### config.mk
export PLATFORM = sky130hd
export DESIGN_NAME = key_scan_irq
export DESIGN_NICKNAME = d
export VERILOG_FILES = /design/src/design/key_scan_pkg.sv /design/src/design/osc_tick_gen.sv /design/src/design/key_scan_irq.sv
export SDC_FILE = /design/constraint.sdc
export NUM_CORES = 1
export LEC_CHECK = 0
export ABC_AREA = 1
export BUFFER_PORTS_ARGS = -buffer_cell sky130_fd_sc_hd__clkbuf_2
export CORE_MARGIN = 3
export CORE_UTILIZATION = 59
export DETAILED_ROUTE_END_ITERATION = 8
export PLACE_DENSITY = 0.81
export SETUP_SLACK_MARGIN = 0.02
export SLEW_MARGIN = 20
export SYNTH_ARGS = -nofsm -noshare
export SYNTH_HDL_FRONTEND = slang
export SYNTH_SLANG_ARGS = --single-unit
### constraint.sdc
create_clock -name core_clk -period 7.64 [get_ports core_clk]
set_clock_uncertainty 0.05 [all_clocks]
set_input_delay 0.382 -clock core_clk [delete_from_list [all_inputs] [get_ports core_clk]]
set_output_delay 0.382 -clock core_clk [all_outputs]
set_load 0.02 [all_outputs]
### src/design/key_scan_pkg.sv
// key scan handshake constants: oscillator timing and key field widths
// assumes a 125 MHz core clock and an oscillator period derived from it
package key_scan_pkg;
    // ----------------------------------------
    // key data layout
    // ----------------------------------------
    localparam int unsigned KEY_BITS      = 30;
    localparam logic [7:0]  KEY_READ_ADDR = 8'h43;
    // ----------------------------------------
    // timing in oscillator periods (T)
    // ----------------------------------------
    localparam int unsigned SCAN_SHORT_T  = 4800;
    localparam int unsigned SCAN_LONG_T   = 9600;
    localparam int unsigned SCAN_PASS_T   = SCAN_SHORT_T / 2;
    // core cycles per oscillator period, plain default
    localparam int unsigned OSC_DIV       = 125;
    localparam int unsigned OSC_CNT_W     = 16;
    localparam int unsigned PASS_CNT_W    = 16;
    // ----------------------------------------
    // reset values
    // ----------------------------------------
    localparam logic [29:0] KEY_RST       = 30'h0000_0000;
    localparam logic [1:0]  PASS_RST      = 2'h0;
endpackage

### src/design/osc_tick_gen.sv
// oscillator period generator: one-cycle tick every DIV core clocks
// assumes a synchronous active-high clear from the enclosing block
`timescale 1ns/10ps
`default_nettype none
module osc_tick_gen #(
    parameter int unsigned DIV = key_scan_pkg::OSC_DIV
) (
    input  wire logic clk,
    input  wire logic rst_n,
    input  wire logic clr,
    output logic      tick
);
    // ----------------------------------------
    // divider
    // ----------------------------------------
    logic [key_scan_pkg::OSC_CNT_W-1:0] cnt_q;
    logic [key_scan_pkg::OSC_CNT_W-1:0] cnt_d;
    logic                                wrap;

    assign wrap  = (cnt_q == key_scan_pkg::OSC_CNT_W'(DIV - 1));
    assign cnt_d = (clr || wrap) ? '0 : cnt_q + 1'b1;
    assign tick  = wrap && !clr;

    always_ff @(posedge clk or negedge rst_n) begin
        if (!rst_n) begin
            cnt_q <= '0;
        end else begin
            cnt_q <= cnt_d;
        end
    end
endmodule // osc_tick_gen
`default_nettype wire

### src/design/key_scan_irq.sv
// key scanner with interrupt-style data-ready signalling on the serial output
// assumes serial framing logic outside gives read start/done pulses on core_clk
`timescale 1ns/10ps
`default_nettype none
// Overview of operation
// - when two scans agree the scan finishes after exactly 4800 oscillator periods.
// - when two scans disagree the scan repeats and finishes after 9600 periods.
// - a pressed key with ready data drives the serial output low while chip enable is low.
// - a read made while the serial output is high returns data flagged invalid.
module key_scan_irq #(
    parameter int unsigned OSC_DIV    = key_scan_pkg::OSC_DIV,
    parameter int unsigned PASS_TICKS = key_scan_pkg::SCAN_PASS_T
) (
    input  wire logic        core_clk,
    input  wire logic        rst_n,
    input  wire logic [29:0] key_in,
    input  wire logic        ce_n,
    input  wire logic        sleep_mode,
    input  wire logic        key_read_start,
    input  wire logic        key_read_done,
    output logic             do_out,
    output logic             do_oe,
    output logic [29:0]      key_state_bits,
    output logic             sleep_ack_bit,
    output logic             key_data_valid,
    output logic             scan_busy
);
    // ----------------------------------------
    // reset release and pin synchronisers
    // ----------------------------------------
    logic        rst_s1_q, rst_q_n;
    logic [29:0] key_s1_q, key_s2_q;
    logic        ce_s1_q, ce_s2_q;

    always_ff @(posedge core_clk or negedge rst_n) begin
        if (!rst_n) begin
            rst_s1_q <= 1'b0;
            rst_q_n  <= 1'b0;
        end else begin
            rst_s1_q <= 1'b1;
            rst_q_n  <= rst_s1_q;
        end
    end

    always_ff @(posedge core_clk or negedge rst_q_n) begin
        if (!rst_q_n) begin
            key_s1_q <= key_scan_pkg::KEY_RST;
            key_s2_q <= key_scan_pkg::KEY_RST;
            ce_s1_q  <= 1'b1;
            ce_s2_q  <= 1'b1;
        end else begin
            key_s1_q <= key_in;
            key_s2_q <= key_s1_q;
            ce_s1_q  <= ce_n;
            ce_s2_q  <= ce_s1_q;
        end
    end

    // ----------------------------------------
    // oscillator period
    // ----------------------------------------
    typedef enum logic [1:0] {ST_IDLE, ST_SCAN, ST_HOLD} scan_state_t;
    scan_state_t state_q, state_d;
    logic        osc_tick;

    osc_tick_gen #(.DIV(OSC_DIV)) u_osc (
        .clk   (core_clk),
        .rst_n (rst_q_n),
        .clr   (state_q != ST_SCAN),
        .tick  (osc_tick)
    );

    // ----------------------------------------
    // scan sequencing
    // ----------------------------------------
    logic [key_scan_pkg::PASS_CNT_W-1:0] tick_cnt_q, tick_cnt_d;
    logic [1:0]  pass_q, pass_d;
    logic [29:0] sample_q, sample_d;
    logic [29:0] keys_q, keys_d;
    logic        ready_q, ready_d;
    logic        valid_q, valid_d;
    logic        sa_q, sa_d;
    logic        reading_q, reading_d;
    logic        any_key, pass_end, agree, scan_done;

    assign any_key   = |key_s2_q;
    assign pass_end  = (state_q == ST_SCAN) && osc_tick &&
                       (tick_cnt_q == key_scan_pkg::PASS_CNT_W'(PASS_TICKS - 1));
    assign agree     = (sample_q == key_s2_q);
    // pass 1 ends the scan on agreement, pass 3 always ends it
    assign scan_done = pass_end && ((pass_q == 2'h1 && agree) || pass_q == 2'h3);

    always_comb begin
        state_d    = state_q;
        tick_cnt_d = tick_cnt_q;
        pass_d     = pass_q;
        sample_d   = sample_q;
        keys_d     = keys_q;
        ready_d    = ready_q;
        unique case (state_q)
            ST_IDLE: begin
                if (any_key) begin
                    state_d    = ST_SCAN;
                    tick_cnt_d = '0;
                    pass_d     = key_scan_pkg::PASS_RST;
                end
            end
            ST_SCAN: begin
                if (osc_tick) begin
                    tick_cnt_d = pass_end ? '0 : tick_cnt_q + 1'b1;
                end
                if (scan_done) begin
                    keys_d  = key_s2_q;
                    state_d = ST_HOLD;
                end else if (pass_end) begin
                    sample_d = key_s2_q;
                    pass_d   = pass_q + 2'h1;
                end
            end
            ST_HOLD: begin
                if (!reading_q && !ready_q && !any_key) begin
                    state_d = ST_IDLE;
                end else if (!reading_q && !ready_q) begin
                    state_d    = ST_SCAN;
                    tick_cnt_d = '0;
                    pass_d     = key_scan_pkg::PASS_RST;
                end
            end
        endcase
        // new data beat a read completion in the same cycle
        if (key_read_done) begin
            ready_d = 1'b0;
        end
        if (scan_done) begin
            ready_d = 1'b1;
        end
    end

    // ----------------------------------------
    // read capture
    // ----------------------------------------
    assign reading_d = key_read_start ? 1'b1 : (key_read_done ? 1'b0 : reading_q);
    // data taken with the output high is marked invalid
    assign valid_d   = key_read_start ? (ready_q && !ce_s2_q) : valid_q;
    assign sa_d      = key_read_start ? sleep_mode : sa_q;

    always_ff @(posedge core_clk or negedge rst_q_n) begin
        if (!rst_q_n) begin
            state_q    <= ST_IDLE;
            tick_cnt_q <= '0;
            pass_q     <= key_scan_pkg::PASS_RST;
            sample_q   <= key_scan_pkg::KEY_RST;
            keys_q     <= key_scan_pkg::KEY_RST;
            ready_q    <= 1'b0;
            valid_q    <= 1'b0;
            sa_q       <= 1'b0;
            reading_q  <= 1'b0;
        end else begin
            state_q    <= state_d;
            tick_cnt_q <= tick_cnt_d;
            pass_q     <= pass_d;
            sample_q   <= sample_d;
            keys_q     <= keys_d;
            ready_q    <= ready_d;
            valid_q    <= valid_d;
            sa_q       <= sa_d;
            reading_q  <= reading_d;
        end
    end

    // ----------------------------------------
    // serial output and user outputs
    // ----------------------------------------
    logic do_out_q, do_oe_q, busy_q;
    logic [29:0] kd_q;
    logic        do_oe_d, do_out_d;

    assign do_oe_d  = !ce_s2_q && !reading_q;
    assign do_out_d = !ready_q;

    always_ff @(posedge core_clk or negedge rst_q_n) begin
        if (!rst_q_n) begin
            do_out_q <= 1'b1;
            do_oe_q  <= 1'b0;
            busy_q   <= 1'b0;
            kd_q     <= key_scan_pkg::KEY_RST;
        end else begin
            do_out_q <= do_out_d;
            do_oe_q  <= do_oe_d;
            busy_q   <= (state_q == ST_SCAN);
            kd_q     <= key_read_start ? keys_q : kd_q;
        end
    end

    assign do_out         = do_out_q;
    assign do_oe          = do_oe_q;
    assign key_state_bits = kd_q;
    assign sleep_ack_bit  = sa_q;
    assign key_data_valid = valid_q;
    assign scan_busy      = busy_q;

    // ----------------------------------------
    // checks
    // ----------------------------------------
    logic [15:0] scan_ticks_q;
    always_ff @(posedge core_clk or negedge rst_q_n) begin
        if (!rst_q_n) begin
            scan_ticks_q <= '0;
        end else if (state_q != ST_SCAN) begin
            scan_ticks_q <= '0;
        end else if (osc_tick) begin
            scan_ticks_q <= scan_ticks_q + 16'h0001;
        end
    end

    property p_short_scan;
        @(posedge core_clk) disable iff (!rst_q_n)
        (scan_done && pass_q == 2'h1) |-> (scan_ticks_q == 16'(2 * PASS_TICKS - 1));
    endproperty
    a_short_scan: assert property (p_short_scan) else $error("agreeing scan length wrong");

    property p_long_scan;
        @(posedge core_clk) disable iff (!rst_q_n)
        (scan_done && pass_q == 2'h3) |-> (scan_ticks_q == 16'(4 * PASS_TICKS - 1));
    endproperty
    a_long_scan: assert property (p_long_scan) else $error("repeated scan length wrong");

    property p_do_low_ready;
        @(posedge core_clk) disable iff (!rst_q_n)
        scan_done |=> ##1 (!do_out);
    endproperty
    a_do_low_ready: assert property (p_do_low_ready) else $error("output not low after scan");

    property p_do_high_scan;
        @(posedge core_clk) disable iff (!rst_q_n)
        (state_q == ST_SCAN && !ready_q) [*2] |-> do_out;
    endproperty
    a_do_high_scan: assert property (p_do_high_scan) else $error("output low during scan");

    property p_invalid_read;
        @(posedge core_clk) disable iff (!rst_q_n)
        (key_read_start && !ready_q) |=> !key_data_valid;
    endproperty
    a_invalid_read: assert property (p_invalid_read) else $error("read marked valid wrongly");

    property p_oe_ce;
        @(posedge core_clk) disable iff (!rst_q_n)
        ce_s2_q |=> !do_oe;
    endproperty
    a_oe_ce: assert property (p_oe_ce) else $error("output driven with chip enable high");

    c_short: cover property (@(posedge core_clk) disable iff (!rst_q_n)
        scan_done && pass_q == 2'h1);
    c_long: cover property (@(posedge core_clk) disable iff (!rst_q_n)
        scan_done && pass_q == 2'h3);
    c_valid_read: cover property (@(posedge core_clk) disable iff (!rst_q_n)
        key_read_start && ready_q && !ce_s2_q);
endmodule // key_scan_irq
`default_nettype wire

### After elaboration in Yosys (flattened, before gate mapping)

Cells that the tools add are included.

* word-level logic and storage cells: 86
* bits in registers: 197
* output and inout bits: 35
* input bits: 36

* equality and inequality tests: 16
* bitwise gates (word level): 1
* $add $sub $neg: 3
* multiplexer cells: 21
* reduce and logical (&&, ||, !) cells: 25

Operators with widths (number)
* 16-bit 2-to-1 mux: 6
* 16-bit case mux with 3 select lines: 1
* 16-bit by 1-bit adder with 16-bit output (second input constant): 2
* 30-bit == test: 1
* 30-bit OR reduction: 1
* 2-bit 2-to-1 mux: 9
* 16-bit by 12-bit == test with 1-bit output (second input constant): 1
* 16-bit by 7-bit == test with 1-bit output (second input constant): 1
* 2-bit inequality test (second input constant): 7
* 2-bit case mux with 3 select lines: 2
* 1-bit logical AND: 9
* 3-bit AND reduction: 2
* 1-bit zero test: 5
* 5-bit AND reduction: 1
* 2-bit by 1-bit == test with 1-bit output (second input constant): 2
* 2-bit == test (second input constant): 2
* 4-bit AND reduction: 1
* 2-bit nonzero test: 2
* 1-bit 2-to-1 mux: 3
* 3-bit inequality test (second input constant): 1
* 2-bit by 1-bit adder with 2-bit output (second input constant): 1
* 2-bit zero test: 1
* 1-bit logical OR: 2
* 2-bit by 1-bit inequality test with 1-bit output (second input constant): 1
* 2 further kinds: 2

### Longest topological paths before layout

* depth after elaboration: 8
* depth in mapped cells: 15
* mapped depth without buffers: 14

### By module

A second synthesis with hierarchy kept.

* cell total of the unflattened synthesis: 885
* area, all modules: 8124.0 um^2

By module, submodules not included
* key_scan_irq: cells an instance 765, area an instance 7198.2 um^2, instances 1
* osc_tick_gen: cells an instance 120, area an instance 925.9 um^2, instances 1

### Worst setup path before layout

OpenSTA, ideal clock, no wires.

* kind: reg-to-reg
* start: register tick_cnt_q[0] in the netlist's numbering
* end: register keys_q[27]
* setup slack: 5.853 ns
* period minus slack after synthesis: 1.787 ns
* buffers on the path: 1
* arrival: 1.618 ns
* stages on the path, launching flop included: 12
* setup time: 0.119 ns
* cells stage by stage: dfrtp_1 > ha_1 > nand2_2 > nor2_4 > nand4_2 > nor2_4 > nand3_4 > inv_4 > nand2_8 > buf_6 > nand2_1 > o21ai_2

* cells in the longest elaborated chain, start to end: 4

Ends and longest elaborated chain
* from (decl): RTL line key_scan_irq.sv:76 `logic [key_scan_pkg::PASS_CNT_W-1:0] tick_cnt_q, tick_cnt_d;`
* from (signal assigned): RTL line key_scan_irq.sv:160 `tick_cnt_q <= tick_cnt_d;`
* 16-bit by 12-bit == test with 1-bit output: RTL line key_scan_irq.sv:88 `(tick_cnt_q == key_scan_pkg::PASS_CNT_W'(PASS_TICKS - 1));`
* 1-bit logical AND: RTL line key_scan_irq.sv:87 `assign pass_end = (state_q == ST_SCAN) && osc_tick &&`
* 1-bit logical AND: RTL line key_scan_irq.sv:91 `assign scan_done = pass_end && ((pass_q == 2'h1 && agree) || pass_q == 2'h3);`
* 2-bit AND reduction (no source line)
* to (signal assigned): RTL line key_scan_irq.sv:153 `keys_q <= key_scan_pkg::KEY_RST;`
* to (signal assigned): RTL line key_scan_irq.sv:163 `keys_q <= keys_d;`
* to (decl): RTL line key_scan_irq.sv:79 `logic [29:0] keys_q, keys_d;`

No other way between the ends.
A chain may end at the register's enable or synchronous reset.

### Worst setup path after layout

* start: register u_osc.cnt_q[0] in the netlist's numbering
* end: register tick_cnt_q[5] in the netlist's numbering

* cells in the longest elaborated chain, start to end: 7
* elaborated cells on any way between the ends: 9
* those cells by class: eq/ne: 2; mux: 3; reduce/logical: 4

Ends and longest elaborated chain
* from (decl): RTL line osc_tick_gen.sv:16 `logic [key_scan_pkg::OSC_CNT_W-1:0] cnt_q;`
* from (signal assigned): RTL line osc_tick_gen.sv:28 `cnt_q <= cnt_d;`
* 16-bit by 7-bit == test with 1-bit output *: RTL line osc_tick_gen.sv:20 `assign wrap = (cnt_q == key_scan_pkg::OSC_CNT_W'(DIV - 1));`
* 1-bit logical AND *: RTL line osc_tick_gen.sv:22 `assign tick = wrap && !clr;`
* 1-bit logical AND (2 in a row): RTL line key_scan_irq.sv:87
* 16-bit 2-to-1 mux: RTL line key_scan_irq.sv:110 `tick_cnt_d = pass_end ? '0 : tick_cnt_q + 1'b1;`
* 16-bit 2-to-1 mux: RTL line key_scan_irq.sv:109 `if (osc_tick) begin`
* 16-bit case mux with 3 select lines: RTL line key_scan_irq.sv:100 `unique case (state_q)`

Mark *: on every way between the ends. The rest lies on a longest branch, timed or not. The select of a mux whose other input is x is not followed.

==> impl_metrics.csv <==
group,metric,value,unit
run_status,status,"finished, final reports clean",
detailed_routing,num_vias,5830,
setup_path,critPathLaunch,"u_osc.cnt_q[0]",
detailed_routing,avgViaCountPerCell,5.05,
grt,gr-usage-met2,36.1,%
sta,hold_violations,0,
setup_path,cp_num_cells,12,
synthesis,yosysWarnings,0,
worst_hold_path,min_path_type,"primary input to register",
sta,fin_crit,2310,ps
setup_path,crit_buf_inv,4,
cells_and_area,design_area,0.00934,mm2
floorplanning,num_rows,42,
cells_and_area,nets,1007,
detailed_routing,firstDrtPassIters,5,
setup_path,r2r_slack,5330,ps
setup_path,reg2regPathDepth,12,
synthesis,avgSynthCellArea,9.29,um2
setup_path,path_delay_family,"simple AND/OR/NAND/NOR gates",
grt,grt_max_degree,83,
clocking,cts_tree,"yes",
floorplanning,die_area,0.0154,mm2
setup_path,worstSetupEndpoint,"tick_cnt_q[5]",
setup_path,cp_max_fo,21,
sta,grt_setup_unrepaired,"no",
floorplanning,io_pins,71,
clocking,root_buffer,"clkbuf_16",
synthesis,synth_area,0.00820,mm2
grt,grt_pass1_wl,26100,um
setup_path,critPathSlowestCell,"dfrtp_1",
place,port-buffer-count,70,
place,gp_routability_congestion,0.883,
cells_and_area,layout_commonest_cell,"nand2_1",
detailed_routing,routedWlPerCell,13.4,um
cells_and_area,area_delta_synth_final,13.9,%
setup_path,critPathLaunchType,"register",
worst_hold_path,whs_path_depth,1,
clocking,postCtsSetupBuffers,0,
detailed_routing,route.detailed.drc,0,
grt,grt_pass1_vias,5678,
job,drv_cap,0,
setup_path,path_class,"register to register",
sta,tightestPinTransition,971,ps
grt,grt.busiest_layer,"met2",
floorplanning,core,0.0134,mm2
clocking,cts_made_buffers,17,
cells_and_area,final_cell_mix,"nand2_1, dfrtp_1, inv_1",
setup_path,rr_endpoint,"tick_cnt_q[5]",
clocking,cts_max_path_buffers,2,
setup_path,path_common_cell,"nand2_1",
setup_path,worst_path_largest_cell_delay,400,ps
synthesis,ys_ff_latch,197,
synthesis,postSynthCellCount,883,
clocking,cts.sinks,197,
detailed_routing,finalWirelength,15400,um
grt,grt_util_met3,4.77,%
setup_path,rr_startpoint,"u_osc.cnt_q[0]",
clocking,h-tree-depth,4,
place,placedInstanceArea,0.00862,mm2
detailed_routing,drt_first_iter_violations,470,
grt,grt.overflow.total,0,
sta,final_max_slew_viol_count,0,
cells_and_area,drive_gt1_share,16.3,%
sta,maxSlewHeadroom,35.3,%
clocking,worstSkewPairLatency,430,ps
power,leakagePower,4.73,nW
setup_path,cp-end-kind,"register",
clocking,clk_pin_slew_worst_paths,70,ps
cells_and_area,antenna_cells,0,
grt,grt_usage,21.7,%
sta,hold_slack,11.7,ps
sta,fmax,0.434,GHz
floorplanning,die_height,124,um
floorplanning,die_w,124,um
sta,setup_violations,0,
detailed_routing,ant_nets,0,
place,place_hpwl,10200,um
sta,setup_tns,0,ps
floorplanning,start_util,61.2,%
setup_path,crit_arrival,2550,ps
power,ir_worst_vdd,136,uV
synthesis,ys_types,38,
setup_path,crit_chain,"inv_1 -> ha_1 -> inv_1 -> nor2_1 -> nand2_1 -> nor2_8 -> nor2_4 -> inv_4 -> nand2_1 -> inv_2 -> nand2_1 -> o21ai_0",
synthesis,seq_area_frac_synth,60.2,%
grt,use_met1,29.2,%
power,cellPowerDensity,214,mW/mm2
grt,antenna_found_initial,0,
setup_path,required,7890,ps
sta,fin_crit_sh,30.2,%
synthesis,synth_nets,924,
per-stage QoR:
step | util [%] | setup WS, ps | total power, mW | std cells
final | 69.7 | 5330 | 2.00 | 1155
after global routing | 69.7 | 5120 | 2.07 | 1155
after CTS | 69.6 | 5290 | 2.01 | 1153
after detailed placement | 64.4 | 5270 | 1.15 | 1109
after global placement | 64.4 | 5310 | 1.15 | 1109
after floorplan | - | 1700 | 1.13 | 883
metal layers:
metal / wire (um) / share of wire (%)
met1: 7040 / 46
met2: 7550 / 49
met3: 670 / 4.3
met4: 167 / 1.1
met5: 0 / 0
cell families after synthesis:
family                   synth area share, %
other                                 0.0457
flip-flops                              60.2
AO/OA/AOI/OAI                           7.29
buffers and inverters                   6.70
XOR/XNOR                                2.35
adder cells (fa/ha/maj)                0.763
AND/OR/NAND/NOR                         22.7
state kept, by name, summed over array words and instances (netlist names), 2 cells and up:
name,cells
pass_q,2
u_osc.cnt_q,16
key_s2_q,30
key_s1_q,30
state_q,2
keys_q,30
sample_q,30
tick_cnt_q,16
key_state_bits,30
Yosys cell counts:
master,number,share of area [%]
xnor2_1,8,0.85
nor2_8,2,0.49
nand2_8,1,0.24
o22ai_1,1,0.076
o21ai_0,23,1.4
o21ai_1,28,1.7
nand3_1,21,1.3
nand4_1,11,0.84
buf_2,3,0.18
clkbuf_1,7,0.32
inv_2,6,0.27
and3_1,1,0.076
dfrtp_1,194,59
ha_1,5,0.76
inv_1,92,4.2
buf_4,3,0.27
a21oi_1,10,0.61
nor2_4,3,0.41
a21boi_0,1,0.092
nand2_4,1,0.14
conb_1,1,0.046
inv_4,2,0.15
o31ai_1,2,0.18
o21ai_2,29,3.1
nand3_4,1,0.21
nand4_2,1,0.15
buf_6,9,1.2
nand3b_1,1,0.092
o211a_1,1,0.12
nor3_1,15,0.92
dfstp_2,3,0.96
nor3_2,1,0.12
nand2_1,313,14
nand2_2,6,0.46
clkinv_1,1,0.046
nor2_1,59,2.7
xor2_1,14,1.5
nor4_1,3,0.23
worst min path at each step:
| stage | slack [ps] | endpoint | from |
|---|---|---|---|
| 2_1_floorplan | 40 | rst_q_n | rst_n |
| 3_3_place_gp | 120 | rst_s1_q | rst_n |
| 3_5_place_dp | 120 | rst_s1_q | rst_n |
| 4_1_cts | 0.4 | key_s1_q[25] | key_in[25] |
| 5_1_grt | 0.2 | key_s1_q[26] | key_in[26] |
| 6_report | 10 | key_s1_q[26] | key_in[26] |
where the power goes:
| group | leakage, nW | switching (mW) | internal (mW) |
|---|---|---|---|
| combinational | 1.89 | 0.0399 | 0.0195 |
| sequential | 2.56 | 0.0161 | 1.06 |
| clock | 0.273 | 0.390 | 0.473 |
what timing repair did:
item                                   CTS  global route
gates resized for setup                  0             0
endpoints found under the hold margin   13             2
hold buffers                            12             2
cell type report:
cell class | instances | area, um2
Tap cell | 176 | 220
Fill cell | 1003 | 4060
Clock buffer | 20 | 457
Clock inverter | 12 | 119
Sequential cell | 197 | 4940
Multi-Input combinational cell | 563 | 2720
Inverter | 101 | 384
Timing Repair Buffer | 86 | 505
(Power assumes the default switching activity.)
